[src/pfs_pkg.sv]
// Shared constants and types of the program flow sequencer
package pfs_pkg;

    // Widths and depths
    localparam int PFS_PC_W = 12;
    localparam int PFS_STACK_DEPTH = 8;
    localparam int PFS_LABEL_W = 9;

    // File addresses of the internal registers
    localparam logic [7:0] PFS_ADDR_STATUS = 8'h03;
    localparam logic [7:0] PFS_ADDR_INDPTR = 8'h04;

    // Status register field positions
    localparam int PFS_BIT_CARRY = 0;
    localparam int PFS_BIT_HALFC = 1;
    localparam int PFS_BIT_ZERO = 2;
    localparam int PFS_BIT_PDOWN = 3;
    localparam int PFS_BIT_WDEXP = 4;
    localparam int PFS_PAGE_LSB = 5;
    localparam int PFS_PAGE_MSB = 7;

    // Bank field position in the indirect pointer
    localparam int PFS_BANK_LSB = 4;
    localparam int PFS_BANK_MSB = 6;

    // Reset values
    localparam logic [11:0] PFS_PC_RESET = 12'h000;
    localparam logic [7:0] PFS_STATUS_RESET = 8'h00;
    localparam logic [7:0] PFS_INDPTR_RESET = 8'h00;
    localparam logic [7:0] PFS_WORK_RESET = 8'h00;

    // Decoded operations presented by instruction decode
    typedef enum logic [4:0] {
        OP_NOP,
        OP_JUMP,
        OP_CALL,
        OP_PAGE_SEL,
        OP_BANK_SEL,
        OP_SUB_EXIT,
        OP_EXIT_PAGE,
        OP_INT_EXIT,
        OP_INT_EXIT_ADD,
        OP_EXIT_LIT,
        OP_DEC_SKZ,
        OP_INC_SKZ,
        OP_SKIP_SET,
        OP_SKIP_CLR,
        OP_AND,
        OP_OR,
        OP_XOR,
        OP_ROT_L,
        OP_ROT_R,
        OP_COMP_F,
        OP_COMP_W,
        OP_SWAP_W,
        OP_MOV_TO_F,
        OP_BIT_SET,
        OP_BIT_CLR
    } pfs_op_t;

    // Sequencer states
    typedef enum logic [1:0] {
        ST_RUN,
        ST_FLUSH,
        ST_SKIP
    } pfs_state_t;

endpackage

[src/pfs_alu.sv]
// Combinational datapath for logic, rotate, complement and skip tests
`timescale 1ns/100ps
module pfs_alu
    import pfs_pkg::*;
(
    input wire pfs_op_t op,
    input wire logic [7:0] fileVal,
    input wire logic [7:0] workVal,
    input wire logic carryIn,
    input wire logic [2:0] bitSel,
    output logic [7:0] result,
    output logic carryOut,
    output logic zeroOut,
    output logic skipCond
);

    // Result, carry and skip condition per operation
    always_comb begin
        result = fileVal;
        carryOut = carryIn;
        skipCond = 1'b0;
        case (op)
            OP_AND: result = workVal & fileVal;
            OP_OR: result = workVal | fileVal;
            OP_XOR: result = workVal ^ fileVal;
            OP_ROT_L: begin
                result = {fileVal[6:0], carryIn};
                carryOut = fileVal[7];
            end
            OP_ROT_R: begin
                result = {carryIn, fileVal[7:1]};
                carryOut = fileVal[0];
            end
            OP_COMP_F: result = ~fileVal;
            OP_COMP_W: result = ~workVal;
            OP_SWAP_W: result = {fileVal[3:0], fileVal[7:4]};
            OP_MOV_TO_F: result = workVal;
            OP_BIT_SET: result = fileVal | (8'h01 << bitSel);
            OP_BIT_CLR: result = fileVal & ~(8'h01 << bitSel);
            OP_DEC_SKZ: begin
                result = fileVal - 8'h01;
                skipCond = (result == 8'h00);
            end
            OP_INC_SKZ: begin
                result = fileVal + 8'h01;
                skipCond = (result == 8'h00);
            end
            OP_SKIP_SET: skipCond = fileVal[bitSel];
            OP_SKIP_CLR: skipCond = ~fileVal[bitSel];
            default: result = fileVal;
        endcase
    end

    // Zero flag of the result
    assign zeroOut = (result == 8'h00);

endmodule

[src/program_flow_sequencer.sv]
// Program counter, return stack, skip sequencing and status of the core
`timescale 1ns/100ps
module program_flow_sequencer
    import pfs_pkg::*;
(
    input wire logic clk,
    input wire logic reset,
    input wire logic instrValid,
    input wire pfs_op_t instrOp,
    input wire logic [8:0] instrLabel,
    input wire logic [7:0] instrLiteral,
    input wire logic [7:0] instrFileAddr,
    input wire logic instrToFile,
    input wire logic [2:0] instrBit,
    input wire logic [7:0] fileRdData,
    input wire logic powerDown,
    input wire logic watchdogExpiry,
    output logic instrReady,
    output logic [11:0] fetchAddr,
    output logic [7:0] workReg,
    output logic [7:0] statusReg,
    output logic [7:0] indirectPtr,
    output logic fileWrEn,
    output logic [7:0] fileWrAddr,
    output logic [7:0] fileWrData,
    output logic rtcAddEn,
    output logic [7:0] rtcAddValue
);

    // True for the file addresses held inside this block
    function automatic logic isInternal(input logic [7:0] addr);
        return (addr == PFS_ADDR_STATUS) || (addr == PFS_ADDR_INDPTR);
    endfunction

    // True for the page and bank prefix instructions
    function automatic logic isPrefix(input pfs_op_t op);
        return (op == OP_PAGE_SEL) || (op == OP_BANK_SEL);
    endfunction

    pfs_state_t state, next_state;
    logic [11:0] pc, next_pc;
    logic [11:0] stack [PFS_STACK_DEPTH];
    logic [11:0] next_stack [PFS_STACK_DEPTH];
    logic [7:0] next_workReg, next_statusReg, next_indirectPtr;
    logic next_fileWrEn, next_rtcAddEn;
    logic [7:0] next_fileWrAddr, next_fileWrData, next_rtcAddValue;
    logic [7:0] fileVal, aluResult;
    logic aluCarry, aluZero, aluSkip, execValid;
    logic [11:0] pcPlusOne;
    logic [2:0] pageSel;

    // internal registers answer their file addresses
    always_comb begin
        fileVal = fileRdData;
        if (instrFileAddr == PFS_ADDR_STATUS) begin
            fileVal = statusReg;
        end else if (instrFileAddr == PFS_ADDR_INDPTR) begin
            fileVal = indirectPtr;
        end
    end

    pfs_alu alu (
        .op(instrOp),
        .fileVal(fileVal),
        .workVal(workReg),
        .carryIn(statusReg[PFS_BIT_CARRY]),
        .bitSel(instrBit),
        .result(aluResult),
        .carryOut(aluCarry),
        .zeroOut(aluZero),
        .skipCond(aluSkip)
    );

    // Handshake and execute qualifiers
    assign instrReady = (state != ST_FLUSH);
    assign execValid = instrValid && (state == ST_RUN);
    assign pcPlusOne = pc + 12'h001;
    assign pageSel = statusReg[PFS_PAGE_MSB:PFS_PAGE_LSB];
    assign fetchAddr = pc;

    // Next state of the whole sequencer
    always_comb begin
        next_state = state;
        next_pc = pc;
        next_stack = stack;
        next_workReg = workReg;
        next_statusReg = statusReg;
        next_indirectPtr = indirectPtr;
        next_fileWrEn = 1'b0;
        next_fileWrAddr = fileWrAddr;
        next_fileWrData = fileWrData;
        next_rtcAddEn = 1'b0;
        next_rtcAddValue = rtcAddValue;
        case (state)
            ST_FLUSH: begin
                // one refill cycle after a redirect
                next_state = ST_RUN;
            end
            ST_SKIP: begin
                if (instrValid) begin
                    next_pc = pcPlusOne;
                    next_state = isPrefix(instrOp) ? ST_SKIP : ST_RUN;
                end
            end
            ST_RUN: begin
                if (execValid) begin
                    next_pc = pcPlusOne;
                    case (instrOp)
                        OP_JUMP: begin
                            // page bits as before the jump
                            next_pc = {pageSel, instrLabel};
                            next_state = ST_FLUSH;
                        end
                        OP_CALL: begin
                            next_pc = {pageSel, 1'b0, instrLabel[7:0]};
                            next_stack[0] = pcPlusOne;
                            for (int i = 1; i < PFS_STACK_DEPTH; i++) begin
                                next_stack[i] = stack[i-1];
                            end
                            next_state = ST_FLUSH;
                        end
                        OP_SUB_EXIT, OP_EXIT_PAGE, OP_INT_EXIT,
                        OP_INT_EXIT_ADD, OP_EXIT_LIT: begin
                            next_pc = stack[0];
                            for (int i = 0; i < PFS_STACK_DEPTH - 1; i++) begin
                                next_stack[i] = stack[i+1];
                            end
                            next_state = ST_FLUSH;
                            if (instrOp == OP_EXIT_PAGE) begin
                                next_statusReg[PFS_PAGE_MSB:PFS_PAGE_LSB] =
                                    stack[0][11:9];
                            end
                            if (instrOp == OP_EXIT_LIT) begin
                                next_workReg = instrLiteral;
                            end
                            if (instrOp == OP_INT_EXIT_ADD) begin
                                next_rtcAddEn = 1'b1;
                                next_rtcAddValue = workReg;
                            end
                        end
                        OP_PAGE_SEL: begin
                            next_statusReg[PFS_PAGE_MSB:PFS_PAGE_LSB] =
                                instrLiteral[2:0];
                        end
                        OP_BANK_SEL: begin
                            next_indirectPtr[PFS_BANK_MSB:PFS_BANK_LSB] =
                                instrLiteral[2:0];
                        end
                        OP_SKIP_SET, OP_SKIP_CLR: begin
                            if (aluSkip) begin
                                next_state = ST_SKIP;
                            end
                        end
                        OP_NOP: next_state = ST_RUN;
                        default: begin
                            // Datapath writeback to W or file
                            if ((instrToFile && instrOp != OP_SWAP_W) ||
                                instrOp == OP_MOV_TO_F) begin
                                if (instrFileAddr == PFS_ADDR_STATUS) begin
                                    next_statusReg = aluResult;
                                end else if (instrFileAddr ==
                                             PFS_ADDR_INDPTR) begin
                                    next_indirectPtr = aluResult;
                                end
                                next_fileWrEn = !isInternal(instrFileAddr);
                                next_fileWrAddr = instrFileAddr;
                                next_fileWrData = aluResult;
                            end else begin
                                next_workReg = aluResult;
                            end
                            case (instrOp)
                                OP_AND, OP_OR, OP_XOR, OP_COMP_F,
                                OP_COMP_W: begin
                                    next_statusReg[PFS_BIT_ZERO] = aluZero;
                                end
                                OP_ROT_L, OP_ROT_R: begin
                                    next_statusReg[PFS_BIT_CARRY] = aluCarry;
                                end
                                default: ; // Other ops keep flags
                            endcase
                            if ((instrOp == OP_DEC_SKZ ||
                                 instrOp == OP_INC_SKZ) && aluSkip) begin
                                next_state = ST_SKIP;
                            end
                        end
                    endcase
                end
            end
            default: next_state = ST_RUN;
        endcase
        next_statusReg[PFS_BIT_PDOWN] = powerDown;
        next_statusReg[PFS_BIT_WDEXP] = watchdogExpiry;
    end

    // Register all sequencer state
    always_ff @(posedge clk or posedge reset) begin
        if (reset) begin
            state <= ST_RUN;
            pc <= PFS_PC_RESET;
            for (int i = 0; i < PFS_STACK_DEPTH; i++) begin
                stack[i] <= PFS_PC_RESET;
            end
            workReg <= PFS_WORK_RESET;
            statusReg <= PFS_STATUS_RESET;
            indirectPtr <= PFS_INDPTR_RESET;
            fileWrEn <= 1'b0;
            fileWrAddr <= 8'h00;
            fileWrData <= 8'h00;
            rtcAddEn <= 1'b0;
            rtcAddValue <= 8'h00;
        end else begin
            state <= next_state;
            pc <= next_pc;
            stack <= next_stack;
            workReg <= next_workReg;
            statusReg <= next_statusReg;
            indirectPtr <= next_indirectPtr;
            fileWrEn <= next_fileWrEn;
            fileWrAddr <= next_fileWrAddr;
            fileWrData <= next_fileWrData;
            rtcAddEn <= next_rtcAddEn;
            rtcAddValue <= next_rtcAddValue;
        end
    end

    // Jump target and page source
    jump_target_a: assert property (
        @(posedge clk) disable iff (reset)
        execValid && instrOp == OP_JUMP |=>
            fetchAddr == {$past(pageSel), $past(instrLabel)}
            && !instrReady ##1 instrReady)
        else $error("jump target or refill wrong");

    // Call target in lower half page
    call_target_a: assert property (
        @(posedge clk) disable iff (reset)
        execValid && instrOp == OP_CALL |=>
            fetchAddr[8] == 1'b0 && fetchAddr[11:9] == $past(pageSel)
            && fetchAddr[7:0] == $past(instrLabel[7:0]))
        else $error("call target wrong");

    // Call push and stack shift
    call_push_a: assert property (
        @(posedge clk) disable iff (reset)
        execValid && instrOp == OP_CALL |=>
            stack[0] == $past(pc) + 12'h001 && stack[1] == $past(stack[0])
            && stack[7] == $past(stack[6]))
        else $error("call push wrong");

    // Pop loads level one, level eight held
    return_pop_a: assert property (
        @(posedge clk) disable iff (reset)
        execValid && instrOp == OP_SUB_EXIT |=>
            fetchAddr == $past(stack[0]) && stack[6] == $past(stack[7])
            && stack[7] == $past(stack[7]) && workReg == $past(workReg))
        else $error("return pop wrong");

    // Page operand written in one cycle
    page_write_a: assert property (
        @(posedge clk) disable iff (reset)
        execValid && instrOp == OP_PAGE_SEL |=>
            pageSel == $past(instrLiteral[2:0]) && instrReady)
        else $error("page select write wrong");

    // Literal exit loads W
    literal_exit_a: assert property (
        @(posedge clk) disable iff (reset)
        execValid && instrOp == OP_EXIT_LIT |=>
            workReg == $past(instrLiteral))
        else $error("literal exit wrong");

    // Interrupt exit add request
    counter_add_a: assert property (
        @(posedge clk) disable iff (reset)
        execValid && instrOp == OP_INT_EXIT_ADD |=>
            rtcAddEn && rtcAddValue == $past(workReg) ##1 !rtcAddEn)
        else $error("counter add wrong");

    // Taken skip drops a prefix and the instruction after it
    skip_taken_a: assert property (
        @(posedge clk) disable iff (reset)
        execValid && instrOp == OP_SKIP_SET && aluSkip ##1
            instrValid && isPrefix(instrOp) ##1
            instrValid && !isPrefix(instrOp)
            |=> state == ST_RUN && workReg == $past(workReg, 2))
        else $error("skip over prefix wrong");

    // Nibble swap into W
    swap_move_a: assert property (
        @(posedge clk) disable iff (reset)
        execValid && instrOp == OP_SWAP_W |=>
            workReg == {$past(fileVal[3:0]), $past(fileVal[7:4])})
        else $error("nibble swap wrong");

    // Hardware flags in bits three and four
    hw_flags_a: assert property (
        @(posedge clk) disable iff (reset)
        ##1 statusReg[PFS_BIT_PDOWN] == $past(powerDown)
            && statusReg[PFS_BIT_WDEXP] == $past(watchdogExpiry))
        else $error("status hardware flags wrong");

endmodule

[config.mk]
export PLATFORM = sky130hd
export DESIGN_NAME = program_flow_sequencer
export DESIGN_NICKNAME = d
export VERILOG_FILES = /design/src/pfs_pkg.sv /design/src/pfs_alu.sv /design/src/program_flow_sequencer.sv
export SDC_FILE = /design/constraint.sdc
export NUM_CORES = 1
export LEC_CHECK = 0
export ABC_CLOCK_PERIOD_IN_PS = 8700
export BUFFER_PORTS_ARGS = -buffer_cell sky130_fd_sc_hd__buf_2
export CORE_ASPECT_RATIO = 0.5
export CORE_UTILIZATION = 50
export DETAILED_ROUTE_END_ITERATION = 12
export PLACE_DENSITY = 0.77
export SLEW_MARGIN = 0
export SYNTH_ARGS = -nofsm -noshare
export SYNTH_HDL_FRONTEND = slang
export SYNTH_HIERARCHICAL = 1
export SYNTH_SLANG_ARGS = --single-unit
[constraint.sdc]
create_clock -name clk -period 8.7 [get_ports clk]
set_input_delay 1.74 -clock clk [delete_from_list [all_inputs] [get_ports clk]]
set_output_delay 1.74 -clock clk [all_outputs]
set_load 0.05 [all_outputs]
==> results of run 1 <==
[layout by cell type (no fill, tap or decap), drive strengths merged, types with 5 or more instances in the layout]
cell type,count
a221oi,7
dfrtp,160
o211ai,8
buf,128
mux2i,94
mux2,63
a21o,5
nand4,14
o21ai,121
ha,5
and2,6
o31ai,6
nor2,56
a22o,7
nand3b,5
or2,5
a211oi,6
xnor2,16
nand2b,7
clkinv,6
a31oi,7
or3,5
nor3,25
clkbuf,17
nor3b,7
nand3,28
a22oi,14
a21oi,38
xor2,8
nor4,9
and3,8
nand2,119
inv,34
o221ai,9
nor2b,8
[worst register-to-register path: stages (launching register included)]
cell                        delay (ps)
sky130_fd_sc_hd__dfrtp_1           610
sky130_fd_sc_hd__nor2_1            100
sky130_fd_sc_hd__a21oi_1           150
sky130_fd_sc_hd__buf_4             270
sky130_fd_sc_hd__ha_1              370
sky130_fd_sc_hd__and3_1            230
sky130_fd_sc_hd__nand3_1           160
sky130_fd_sc_hd__nor3_1            220
sky130_fd_sc_hd__a21oi_1            50
sky130_fd_sc_hd__o311ai_0          460
sky130_fd_sc_hd__inv_1             150
sky130_fd_sc_hd__maj3_1            380
sky130_fd_sc_hd__nand2_1            70
sky130_fd_sc_hd__o2111ai_1         130
sky130_fd_sc_hd__a21oi_1           190
[where the power goes]
part	internal, uW	switching (uW)
sequential	909	186
clock	404	350
combinational	273	592
[flip-flops by register name (all words and copies together) (netlist names), 2 cells and up]
name	cells
fileWrAddr	8
workReg	8
indirectPtr	8
fetchAddr	12
statusReg	8
rtcAddValue	8
fileWrData	8
state	2
stack	96
[layer usage]
| metal | track usage | wire length, um |
|---|---|---|
| met5 | 0 | 0 |
| met4 | 0.1122 | 794 |
| met3 | 0.05942 | 2110 |
| met2 | 0.4868 | 13750 |
| met1 | 0.3991 | 13350 |
[kinds of logic (layout without fill, tap and decap cells)]
family	Yosys count	count (layout)	synth area share
adders and majority gates	6	6	0.007186
DFF	160	160	0.3965
and+or+nand+nor	326	326	0.1709
buffers and inverters	115	188	0.05861
muxes	159	159	0.1679
xor gates and xnor gates	24	24	0.02082
AOI/OAI and AO/OA	274	274	0.1782
[per-stage QoR]
step / power [uW] / instance area [um2]
6_report: 2715 / 11230
3_3_place_gp: 1936 / 10650
3_5_place_dp: 1965 / 10650
2_1_floorplan: 1706 / 10100
5_1_grt: 2844 / 11230
4_1_cts: 2718 / 11230
[final cells by class]
cell class | instances | area (um2)
multi-input combinational | 789 | 5519
fill | 1730 | 8406
sequential | 160 | 4004
tap | 266 | 332.8
clock inverter | 15 | 153.9
timing repair buffer | 128 | 688.2
clock buffer | 17 | 425.4
inverter | 28 | 110.1
[worst max path at each step]
stage,from,endpoint,slack [ps],depth (start not counted)
floorplan,reset,fetchAddr[0],2640,1
global placement,instrFileAddr[3],state[1],2930,17
detailed placement,instrFileAddr[3],state[1],2820,17
CTS,instrFileAddr[3],statusReg[2],3240,16
global route,instrFileAddr[3],state[1],2790,16
finish,instrFileAddr[3],state[1],3160,17
==> insert_results.sql, run 1 <==
INSERT INTO impl_metrics (metric_group, metric, value, unit) VALUES
('outcome', 'run_status', 'finished, final reports clean', ''),
('synth', 'synth_warn', '6', ''),
('floorplan', 'core_region_area', '19640', 'um2'),
('synth', 'seq_area_frac_synth', '0.3965', ''),
('floorplan', 'io_pins', '110', ''),
('setup_path', 'reg2reg_path_depth', '14', ''),
('placement', 'buffer_ports.inserted', '109', ''),
('sta', 'final_number_of_hold_violating_endpoints', '0', ''),
('synth', 'synth.net_count', '1116', ''),
('synth', 'synth.top_cell.area_share', '0.3965', ''),
('synth', 'synth_area', '10100', 'um2'),
('clock_tree', 'postCtsResizedCells', '0', ''),
('sta', 'report.final.slew_viol_count', '0', ''),
('drt', 'via_count', '8757', ''),
('synth', 'synthDominantAreaCellType', 'sky130_fd_sc_hd__dfrtp_1', ''),
('power_and_ir_drop', 'power_leakage', '0.005083', 'uW'),
('drt', 'wl', '30000', 'um'),
('hold_path', 'hold_path_class', 'flop to flop', ''),
('global_routing', 'global_route.usage.total', '0.2984', ''),
('synth', 'postSynth.asyncResetShare', '1.000', ''),
('setup_path', 'timing.critical_path.slowest_cell_delay', '610', 'ps'),
('placement', 'gp_routability_congestion', '1.018', ''),
('final_layout', 'antenna_cells', '0', ''),
('clock_tree', 'clk_transition_reported_paths', '70', 'ps'),
('synth', 'ys_top_cells_by_area', 'sky130_fd_sc_hd__dfrtp_1 40%, sky130_fd_sc_hd__mux2i_1 9.3%, sky130_fd_sc_hd__mux2_2 6.9%', ''),
('clock_tree', 'cts_sinks', '160', ''),
('sta', 'setup_viol', '0', ''),
('clock_tree', 'cts_hold_repair.buffers', '0', ''),
('global_routing', 'grt_overflow_total', '0', ''),
('clock_tree', 'tritoncts', 'done', ''),
('final_layout', 'drive_above_1_share', '0.2269', ''),
('drt', 'drt_pass1_iterations', '6', ''),
('floorplan', 'fp.dieW', '203.0', 'um'),
('placement', 'post-dp-hpwl', '20620', 'um'),
('clock_tree', 'clock_insertion_delay_worst_skew', '430', 'ps'),
('sta', 'period_minus_slack', '5539', 'ps'),
('setup_path', 'reg2reg_setup_slack', '5090', 'ps'),
('final_layout', 'utilization', '0.5720', ''),
('floorplan', 'fp.dieArea', '20800', 'um2'),
('drt', 'drcViolationCount', '0', ''),
('final_layout', 'finish.cell_count_without_fillers', '1403', ''),
('hold_path', 'timing.hold.worst_endpoint', 'stack[11]', ''),
('global_routing', 'grt_pass1_wl', '47700', 'um'),
('setup_path', 'worstReg2RegStart', 'statusReg[0]', ''),
('synth', 'synthCells', '1064', ''),
('run', 'max-cap-violations', '0', ''),
('setup_path', 'startpoint_type', 'input pin', ''),
('setup_path', 'timing.critical_path.mode_cell', 'sky130_fd_sc_hd__a21oi_1', ''),
('clock_tree', 'cts_max_path_buffers', '2', ''),
('hold_path', 'timing.hold.worst_path_depth', '1', ''),
('sta', 'finClkSkew', '11.90', 'ps'),
('clock_tree', 'cts_inserted_buffers', '17', ''),
('setup_path', 'path_type_of_the_worst_setup_path', 'input pin to flop', ''),
('placement', 'dpl.cell_count', '1371', ''),
('clock_tree', 'post_cts_buffers', '0', ''),
('setup_path', 'crit_path_cell_trace', 'buf_2 -> nor3_1 -> nand3_1 -> mux2i_1 -> a21oi_1 -> buf_4 -> ha_1 -> and3_1 -> nand3_1 -> nor3_1 -> a21oi_1 -> o311ai_0 -> inv_1 -> maj3_1 -> nand2_1 -> o2111ai_1 -> a21oi_1', ''),
('global_routing', 'first_global_vias', '8503', ''),
('sta', 'grt_setup_unrepaired', 'false', ''),
('synth', 'synth.distinct_cells', '96', ''),
('synth', 'synth-seq-cells', '160', ''),
('power_and_ir_drop', 'power.density', '241.7', 'nW/um2'),
('sta', 'fmaxAchievable', '180.5', 'MHz'),
('setup_path', 'critical_path.reg2reg.endpoint', 'state[1]', ''),
('sta', 'tightest_slew', '1009', 'ps'),
('sta', 'totalNegativeSetupSlack', '0', 'ps'),
('synth', 'synthMostInstantiatedCell', 'sky130_fd_sc_hd__dfrtp_1', ''),
('clock_tree', 'cts_max_level', '4', ''),
('final_layout', 'nets', '1176', ''),
('floorplan', 'std_cell_rows', '36', ''),
('sta', 'timing.hold.ws', '503.3', 'ps'),
('floorplan', 'chipHeight', '102.5', 'um');
Power figures use the tool's default switching activity.
==> run 2, diff against run 1 <==
--- a/config.mk
+++ b/config.mk
@@ -5,12 +5,12 @@
 export SDC_FILE = /design/constraint.sdc
 export NUM_CORES = 1
 export LEC_CHECK = 0
-export ABC_CLOCK_PERIOD_IN_PS = 8700
+export ABC_CLOCK_PERIOD_IN_PS = 4700
 export BUFFER_PORTS_ARGS = -buffer_cell sky130_fd_sc_hd__buf_2
 export CORE_ASPECT_RATIO = 0.5
 export CORE_UTILIZATION = 50
 export DETAILED_ROUTE_END_ITERATION = 12
-export PLACE_DENSITY = 0.77
+export PLACE_DENSITY = 0.79
 export SLEW_MARGIN = 0
 export SYNTH_ARGS = -nofsm -noshare
 export SYNTH_HDL_FRONTEND = slang
==> constraint.sdc (replaced) <==
create_clock -name clk -period 4.7 [get_ports clk]
set_input_delay 0.94 -clock clk [delete_from_list [all_inputs] [get_ports clk]]
set_output_delay 0.94 -clock clk [all_outputs]
set_load 0.05 [all_outputs]
==> run 2 against run 1 <==
Effect of this change: global-route usage up 2.4 points; final area increased by 3.2%; utilization rose by 1.8 points; largest power group unchanged; critical endpoint unchanged; critical path type unchanged; wire length grew 7.3%; setup slack got worse by 2800 ps; cell count increased by 2.4%; sequential share of layout area is 1.1 points lower; clock skew grew 5.1 ps; register-to-register slack worse by 4000 ps; die area unchanged.
==> insert_results.sql, run 2 (synthesis gave the netlist of run 1 again) <==
INSERT INTO impl_metrics (metric_group, metric, value, unit) VALUES
('outcome', 'run_status', 'finished, final reports clean', ''),
('clock_tree', 'tritoncts', 'done', ''),
('drt', 'detail_route.wl_per_cell', '22.42', 'um'),
('setup_path', 'reg2reg_setup_slack', '1090', 'ps'),
('setup_path', 'worst_ep_required_time', '5070', 'ps'),
('power_and_ir_drop', 'power.density', '444.7', 'nW/um2'),
('final_layout', 'top_register', 'stack', ''),
('final_layout', 'multi_input_comb_area', '5525', 'um2'),
('setup_path', 'startpoint_type', 'input pin', ''),
('power_and_ir_drop', 'power.sequential.fraction', '0.393', ''),
('floorplan', 'fp.dieW', '203.0', 'um'),
('clock_tree', 'cts_max_level', '4', ''),
('clock_tree', 'cts_max_path_buffers', '2', ''),
('final_layout', 'largest_register_ff_count', '96', ''),
('clock_tree', 'clock_insertion_delay_worst_skew', '460', 'ps'),
('floorplan', 'chipHeight', '102.5', 'um'),
('hold_path', 'hold_path_startpoint', 'rtcAddValue[2]', ''),
('power_and_ir_drop', 'power.share.switching', '0.4123', ''),
('hold_path', 'timing.hold.worst_path_depth', '1', ''),
('sta', 'tightest_slew', '911.3', 'ps'),
('clock_tree', 'postCtsResizedCells', '0', ''),
('setup_path', 'crit_path_cell_trace', 'buf_2 -> nor3_1 -> nand3_1 -> buf_12 -> mux2i_1 -> a21oi_1 -> ha_1 -> and3_1 -> nand3_1 -> nor3_1 -> a21oi_1 -> o311ai_0 -> inv_1 -> maj3_1 -> nand2_1 -> o2111ai_1 -> a21oi_1', ''),
('sta', 'finClkSkew', '16.96', 'ps'),
('setup_path', 'worstPathMaxFanout', '12', ''),
('global_routing', 'grt_pass1_wl', '50430', 'um'),
('final_layout', 'n_fill_cell', '1739', ''),
('placement', 'dpl.cell_count', '1404', ''),
('floorplan', 'fp.dieArea', '20800', 'um2'),
('drt', 'detail-route-antenna-nets', '0', ''),
('clock_tree', 'clk_transition_reported_paths', '70', 'ps'),
('global_routing', 'grt_overflow_total', '0', ''),
('clock_tree', 'cts_hold_repair.buffers', '0', ''),
('clock_tree', 'cts_sinks', '160', ''),
('sta', 'final_number_of_hold_violating_endpoints', '0', ''),
('setup_path', 'worstPathArrival', '4690', 'ps'),
('clock_tree', 'ctsRootBufferMaster', 'sky130_fd_sc_hd__clkbuf_16', ''),
('clock_tree', 'post_cts_buffers', '0', ''),
('placement', 'buffer_ports.inserted', '109', ''),
('run', 'max-cap-violations', '0', ''),
('power_and_ir_drop', 'switching_power_summed_over_all_nets', '2125', 'uW'),
('final_layout', 'syn2layout_area_growth', '14.78', '%'),
('global_routing', 'first_global_vias', '8682', ''),
('sta', 'postLayoutSetupSlackWorst', '382.2', 'ps'),
('placement', 'gp_routability_congestion', '0.9695', ''),
('placement', 'post-dp-hpwl', '22360', 'um'),
('setup_path', 'timing.critical_path.mode_cell', 'sky130_fd_sc_hd__a21oi_1', ''),
('power_and_ir_drop', 'irDropWorstVdd', '322.4', 'uV'),
('floorplan', 'io_pins', '110', ''),
('sta', 'setup_viol', '0', ''),
('setup_path', 'worstReg2RegStart', 'statusReg[0]', ''),
('floorplan', 'start_util', '0.5142', ''),
('clock_tree', 'cts_inserted_buffers', '17', ''),
('final_layout', 'final-seq-area', '4004', 'um2'),
('setup_path', 'buf_inv_on_cp', '3', ''),
('setup_path', 'timing.critical_path.depth', '17', ''),
('sta', 'post-route-period-util', '0.9187', ''),
('drt', 'via_count', '8936', ''),
('global_routing', 'global_route.usage.total', '0.3221', ''),
('setup_path', 'timing.critical_path.slowest_cell_delay', '510', 'ps'),
('drt', 'wl', '32190', 'um'),
('final_layout', 'layout_commonest_cell', 'sky130_fd_sc_hd__dfrtp_1', ''),
('setup_path', 'endpoint_kind', 'flop', ''),
('drt', 'post_drt_via_cell_ratio', '6.223', ''),
('setup_path', 'critical-path-slowest-cell', 'sky130_fd_sc_hd__a21oi_1', ''),
('final_layout', 'nets', '1209', ''),
('sta', 'fmaxAchievable', '231.6', 'MHz'),
('power_and_ir_drop', 'p_comb_frac', '0.320', ''),
('drt', 'drt_pass1_iterations', '5', ''),
('setup_path', 'cp-startpoint', 'instrFileAddr[3]', ''),
('power_and_ir_drop', 'power_leakage', '0.005284', 'uW'),
('setup_path', 'largest_delay_share_family_worst_path', 'compound AO/OA/AOI/OAI gates', ''),
('drt', 'drt_first_iter_violations', '893', ''),
('floorplan', 'core_region_area', '19640', 'um2'),
('final_layout', 'utilization', '0.5902', ''),
('final_layout', 'drive_above_1_share', '0.2496', ''),
('drt', 'drcViolationCount', '0', ''),
('sta', 'grt_setup_unrepaired', 'false', ''),
('sta', 'period_minus_slack', '4318', 'ps'),
('power_and_ir_drop', 'power.internal', '3030', 'uW'),
('power_and_ir_drop', 'power.share.clock', '0.287', ''),
('final_layout', 'layout_common_cells', '160 x sky130_fd_sc_hd__dfrtp_1, 120 x sky130_fd_sc_hd__o21ai_0, 118 x sky130_fd_sc_hd__nand2_1', ''),
('sta', 'report.final.slew_viol_count', '0', ''),
('hold_path', 'hold_path_class', 'flop to flop', ''),
('sta', 'relSlewSlack', '0.3925', ''),
('sta', 'totalNegativeSetupSlack', '0', 'ps'),
('final_layout', 'antenna_cells', '0', ''),
('global_routing', 'maximum_number_of_pins_on_one_net_before_global_route_repair', '168', ''),
('setup_path', 'reg2reg_path_depth', '13', ''),
('setup_path', 'path_type_of_the_worst_setup_path', 'input pin to flop', ''),
('final_layout', 'finish.cell_count_without_fillers', '1436', ''),
('global_routing', 'antenna_found_initial', '0', ''),
('floorplan', 'std_cell_rows', '36', ''),
('placement', 'detailedPlace.worstSlack', '47.53', 'ps');
==> run 2: layout make-up <==
cell class	instances	share of cell area
clock buffers	18	0.03789
clock inverters	14	0.01468
inverters	28	0.009391
multi-input cells	789	0.4767
flip-flops and latches	160	0.3454
well taps	266	0.02871
repair buffers	161	0.08722
==> run 2: worst paths after layout <==
kind	to
min reg2reg	rtcAddValue[2]
min	rtcAddValue[2]
max in group asynchronous	statusReg[5]
min in group asynchronous	rtcAddValue[6]
max reg2reg	state[1]
max	state[1]
==> run 2: through the flow <==
| step | hold WS [ps] | area (um2) | total power, uW |
|---|---|---|---|
| after floorplan | 463.2 | 10100 | 3158 |
| after global placement | 482.3 | 10980 | 3627 |
| after global routing | 524.1 | 11590 | 5382 |
| after CTS | 507.9 | 11590 | 5153 |
| after detailed placement | 486.8 | 10980 | 3680 |
| final | 504.9 | 11590 | 5155 |
==> run 2: metal layers <==
layer / wire length (um) / part of all wire / vias up / track usage
li1: - / - / 4101 / -
met1: 14710 / 0.46 / 4486 / 0.4372
met2: 14760 / 0.46 / 297 / 0.5090
met3: 1968 / 0.061 / 52 / 0.07491
met4: 753 / 0.023 / 0 / 0.1203
met5: 0 / 0 / - / 0
==> run 2: power by group through the flow <==
stage | sequential (uW) | clock, uW | combinational, uW
after floorplan | 2430 | 0 | 723
after global placement | 2020 | 0 | 1610
after detailed placement | 2040 | 0 | 1640
after CTS | 2020 | 1490 | 1650
after global routing | 2070 | 1540 | 1780
final | 2030 | 1480 | 1650
==> run 3, diff against run 2 <==
--- a/config.mk
+++ b/config.mk
@@ -6,12 +6,12 @@
 export NUM_CORES = 1
 export LEC_CHECK = 0
 export ABC_CLOCK_PERIOD_IN_PS = 4700
-export BUFFER_PORTS_ARGS = -buffer_cell sky130_fd_sc_hd__buf_2
+export BUFFER_PORTS_ARGS = -buffer_cell sky130_fd_sc_hd__buf_4
 export CORE_ASPECT_RATIO = 0.5
 export CORE_UTILIZATION = 50
 export DETAILED_ROUTE_END_ITERATION = 12
 export PLACE_DENSITY = 0.79
-export SLEW_MARGIN = 0
+export SLEW_MARGIN = 20
 export SYNTH_ARGS = -nofsm -noshare
 export SYNTH_HDL_FRONTEND = slang
 export SYNTH_HIERARCHICAL = 1
==> run 3 against run 2 <==
Effect of this change: total power is 0.45% lower; setup slack better by 6.7 ps; clock power is 8% lower; fmax is 0.16% higher; utilization is 0.80 points higher; sequential cell count stayed put; hold slack worse by 5.2 ps; combinational power is 5% higher; largest power group unchanged.
==> insert_results.sql, run 3 (synthesis gave the netlist of run 1 again) <==
INSERT INTO impl_metrics (metric_group, metric, value, unit) VALUES
('sta', 'grt_setup_unrepaired', 'false', ''),
('final_layout', 'largest_register_ff_count', '96', ''),
('final_layout', 'layout_common_cells', '160 x sky130_fd_sc_hd__dfrtp_1, 148 x sky130_fd_sc_hd__buf_4, 120 x sky130_fd_sc_hd__o21ai_0', ''),
('clock_tree', 'cts_max_path_buffers', '2', ''),
('setup_path', 'endpoint_kind', 'flop', ''),
('drt', 'detail-route-antenna-nets', '0', ''),
('sta', 'post-route-period-util', '0.9173', ''),
('hold_path', 'hold_path_class', 'flop to flop', ''),
('power_and_ir_drop', 'power_leakage', '0.005283', 'uW'),
('sta', 'finClkSkew', '13.28', 'ps'),
('clock_tree', 'cts_inserted_buffers', '17', ''),
('setup_path', 'startpoint_type', 'input pin', ''),
('floorplan', 'io_pins', '110', ''),
('placement', 'buffer_ports.inserted', '109', ''),
('drt', 'via_count', '8833', ''),
('setup_path', 'worstPathMaxFanout', '6', ''),
('clock_tree', 'ctsRootBufferMaster', 'sky130_fd_sc_hd__clkbuf_16', ''),
('global_routing', 'grt_use_met3', '0.04646', ''),
('final_layout', 'multi_input_comb_area', '5539', 'um2'),
('outcome', 'run_status', 'finished, final reports clean', ''),
('final_layout', 'final-seq-area', '4004', 'um2'),
('global_routing', 'grtUsageMet1', '0.4236', ''),
('final_layout', 'nets', '1200', ''),
('drt', 'drt_first_iter_violations', '1138', ''),
('global_routing', 'grt_overflow_total', '0', ''),
('sta', 'final_number_of_hold_violating_endpoints', '0', ''),
('sta', 'relSlewSlack', '0.2961', ''),
('setup_path', 'crit_path_cell_trace', 'buf_4 -> nor3_1 -> nand3_2 -> mux2i_1 -> a21oi_1 -> ha_1 -> and3_1 -> nand3_1 -> nor3_1 -> a21oi_1 -> o311ai_0 -> buf_4 -> inv_1 -> maj3_1 -> nand2_1 -> o2111ai_1 -> a21oi_1', ''),
('power_and_ir_drop', 'irDropWorstVdd', '335.3', 'uV'),
('setup_path', 'timing.critical_path.mode_cell', 'sky130_fd_sc_hd__a21oi_1', ''),
('setup_path', 'critical_path.reg2reg.endpoint', 'state[1]', ''),
('setup_path', 'worst_ep_required_time', '5060', 'ps'),
('final_layout', 'n_fill_cell', '1685', ''),
('setup_path', 'worstPathArrival', '4670', 'ps'),
('floorplan', 'fp.dieW', '203.0', 'um'),
('setup_path', 'reg2reg_setup_slack', '1340', 'ps'),
('drt', 'detail_route.wl_per_cell', '21.60', 'um'),
('sta', 'period_minus_slack', '4311', 'ps'),
('setup_path', 'timing.critical_path.slowest_cell_delay', '510', 'ps'),
('final_layout', 'utilization', '0.5982', ''),
('sta', 'fmaxAchievable', '232.0', 'MHz'),
('power_and_ir_drop', 'power.density', '436.8', 'nW/um2'),
('placement', 'post-dp-hpwl', '21770', 'um'),
('sta', 'tightest_slew', '1053', 'ps'),
('floorplan', 'fp.dieArea', '20800', 'um2'),
('global_routing', 'grtUsageMet2', '0.4895', ''),
('floorplan', 'core_region_area', '19640', 'um2'),
('sta', 'setup_viol', '0', ''),
('setup_path', 'cp-startpoint', 'instrFileAddr[3]', ''),
('final_layout', 'postLayoutCellArea', '11750', 'um2'),
('final_layout', 'layout_commonest_cell', 'sky130_fd_sc_hd__dfrtp_1', ''),
('placement', 'gp_routability_congestion', '0.9851', ''),
('clock_tree', 'post_cts_buffers', '0', ''),
('final_layout', 'top_register', 'stack', ''),
('setup_path', 'critical-path-slowest-cell', 'sky130_fd_sc_hd__o311ai_0', ''),
('clock_tree', 'cts_hold_repair.buffers', '0', ''),
('drt', 'drcViolationCount', '0', ''),
('run', 'max-cap-violations', '0', ''),
('drt', 'post_drt_via_cell_ratio', '6.186', ''),
('drt', 'drt_pass1_iterations', '5', ''),
('setup_path', 'timing.critical_path.depth', '17', ''),
('global_routing', 'grt_most_used_layer', 'met2', ''),
('floorplan', 'chipHeight', '102.5', 'um'),
('global_routing', 'grt_pass1_wl', '48790', 'um'),
('global_routing', 'maximum_number_of_pins_on_one_net_before_global_route_repair', '161', ''),
('setup_path', 'largest_delay_share_family_worst_path', 'simple AND/OR/NAND/NOR gates', ''),
('global_routing', 'antenna_found_initial', '0', ''),
('setup_path', 'reg2reg_path_depth', '15', ''),
('final_layout', 'drive_above_1_share', '0.2446', ''),
('clock_tree', 'clock_insertion_delay_worst_skew', '430', 'ps'),
('power_and_ir_drop', 'power', '5131', 'uW'),
('floorplan', 'start_util', '0.5142', ''),
('sta', 'report.final.slew_viol_count', '0', ''),
('final_layout', 'syn2layout_area_growth', '16.34', '%'),
('placement', 'cell_area_placed', '11170', 'um2'),
('clock_tree', 'cts_sinks', '160', ''),
('clock_tree', 'clk_transition_reported_paths', '70', 'ps'),
('setup_path', 'buf_inv_on_cp', '3', ''),
('setup_path', 'crit_path_end', 'state[1]', ''),
('global_routing', 'global_route.usage.total', '0.3049', ''),
('floorplan', 'std_cell_rows', '36', ''),
('placement', 'dpl.cell_count', '1395', ''),
('global_routing', 'first_global_vias', '8628', ''),
('setup_path', 'path_type_of_the_worst_setup_path', 'input pin to flop', ''),
('clock_tree', 'cts_max_level', '4', ''),
('final_layout', 'finish.cell_count_without_fillers', '1428', ''),
('sta', 'totalNegativeSetupSlack', '0', 'ps'),
('drt', 'wl', '30850', 'um'),
('setup_path', 'worstReg2RegStart', 'statusReg[0]', ''),
('clock_tree', 'tritoncts', 'done', '');
## run 3: cell count changes in the layout (fill, tap and decap cells not counted), sizes merged
cell      before  now
buf          161  152
bufinv         2    0
clkbuf        18   19
clkinv         3    2
clkinvlp       3    5
diode          0    1
## run 3: worst reg2reg max path, cell delays in order, from the launching register on
cell	delay, ps
sky130_fd_sc_hd__dfrtp_1	320
sky130_fd_sc_hd__buf_4	190
sky130_fd_sc_hd__nor2_1	70
sky130_fd_sc_hd__a21oi_1	320
sky130_fd_sc_hd__ha_1	230
sky130_fd_sc_hd__and3_1	200
sky130_fd_sc_hd__nand3_1	190
sky130_fd_sc_hd__nor3_1	240
sky130_fd_sc_hd__a21oi_1	60
sky130_fd_sc_hd__o311ai_0	510
sky130_fd_sc_hd__buf_4	220
sky130_fd_sc_hd__inv_1	40
sky130_fd_sc_hd__maj3_1	350
sky130_fd_sc_hd__nand2_1	70
sky130_fd_sc_hd__o2111ai_1	110
sky130_fd_sc_hd__a21oi_1	150
## run 3: layout make-up
cell class                      instances  area share
Inverter                               28    0.009265
Clock buffer                           19     0.03855
Tap cell                              266     0.02833
Antenna cell                            1   0.0002130
Clock inverter                         13     0.01001
Timing Repair Buffer                  152      0.1014
Sequential cell                       160      0.3408
Multi-Input combinational cell        789      0.4715
## run 3: repair_timing
| action | CTS | global route |
|---|---|---|
| hold endpoints to repair | 0 | 0 |
| endpoints found under the setup margin | 0 | 1 |
| resized for setup | 0 | 1 |
## run 3: how the worst min path moves through the flow
stage / cells after the start / end / startpoint / slack, ps
global placement: 2 / stack[20] / stack[20] / 480
finish: 2 / stack[75] / stack[75] / 500
global route: 1 / fileWrData[5] / fileWrData[5] / 520
detailed placement: 2 / stack[75] / stack[75] / 490
floorplan: 2 / stack[85] / stack[85] / 460
CTS: 2 / stack[75] / stack[75] / 500
## run 3: power breakdown
| part | internal (uW) | switching (uW) | leakage (uW) | total (uW) |
|---|---|---|---|---|
| combinational | 623 | 1110 | 0.00290 | 1740 |
| sequential | 1680 | 350 | 0.00212 | 2030 |
| clock | 723 | 638 | 0.000270 | 1360 |
| total | 3030 | 2100 | 0.00528 | 5130 |
## run 3: metrics by stage
| stage | setup WS (ps) | hold WS, ps |
|---|---|---|
| after floorplan | 17.59 | 463.2 |
| after global placement | 74.64 | 483.6 |
| after detailed placement | -19.74 | 488.1 |
| after CTS | 380.9 | 503.2 |
| after global routing | 92.10 | 521.1 |
| final | 388.9 | 499.7 |
## run 3: routing by layer
metal  vias to the layer above  wire length (um)  part of all wire
met5                         -                 0                 0
met4                         0               821             0.027
met3                        60              1852             0.060
met2                       301             14190              0.46
met1                      4392             13990              0.45
li1                       4080                 -                 -
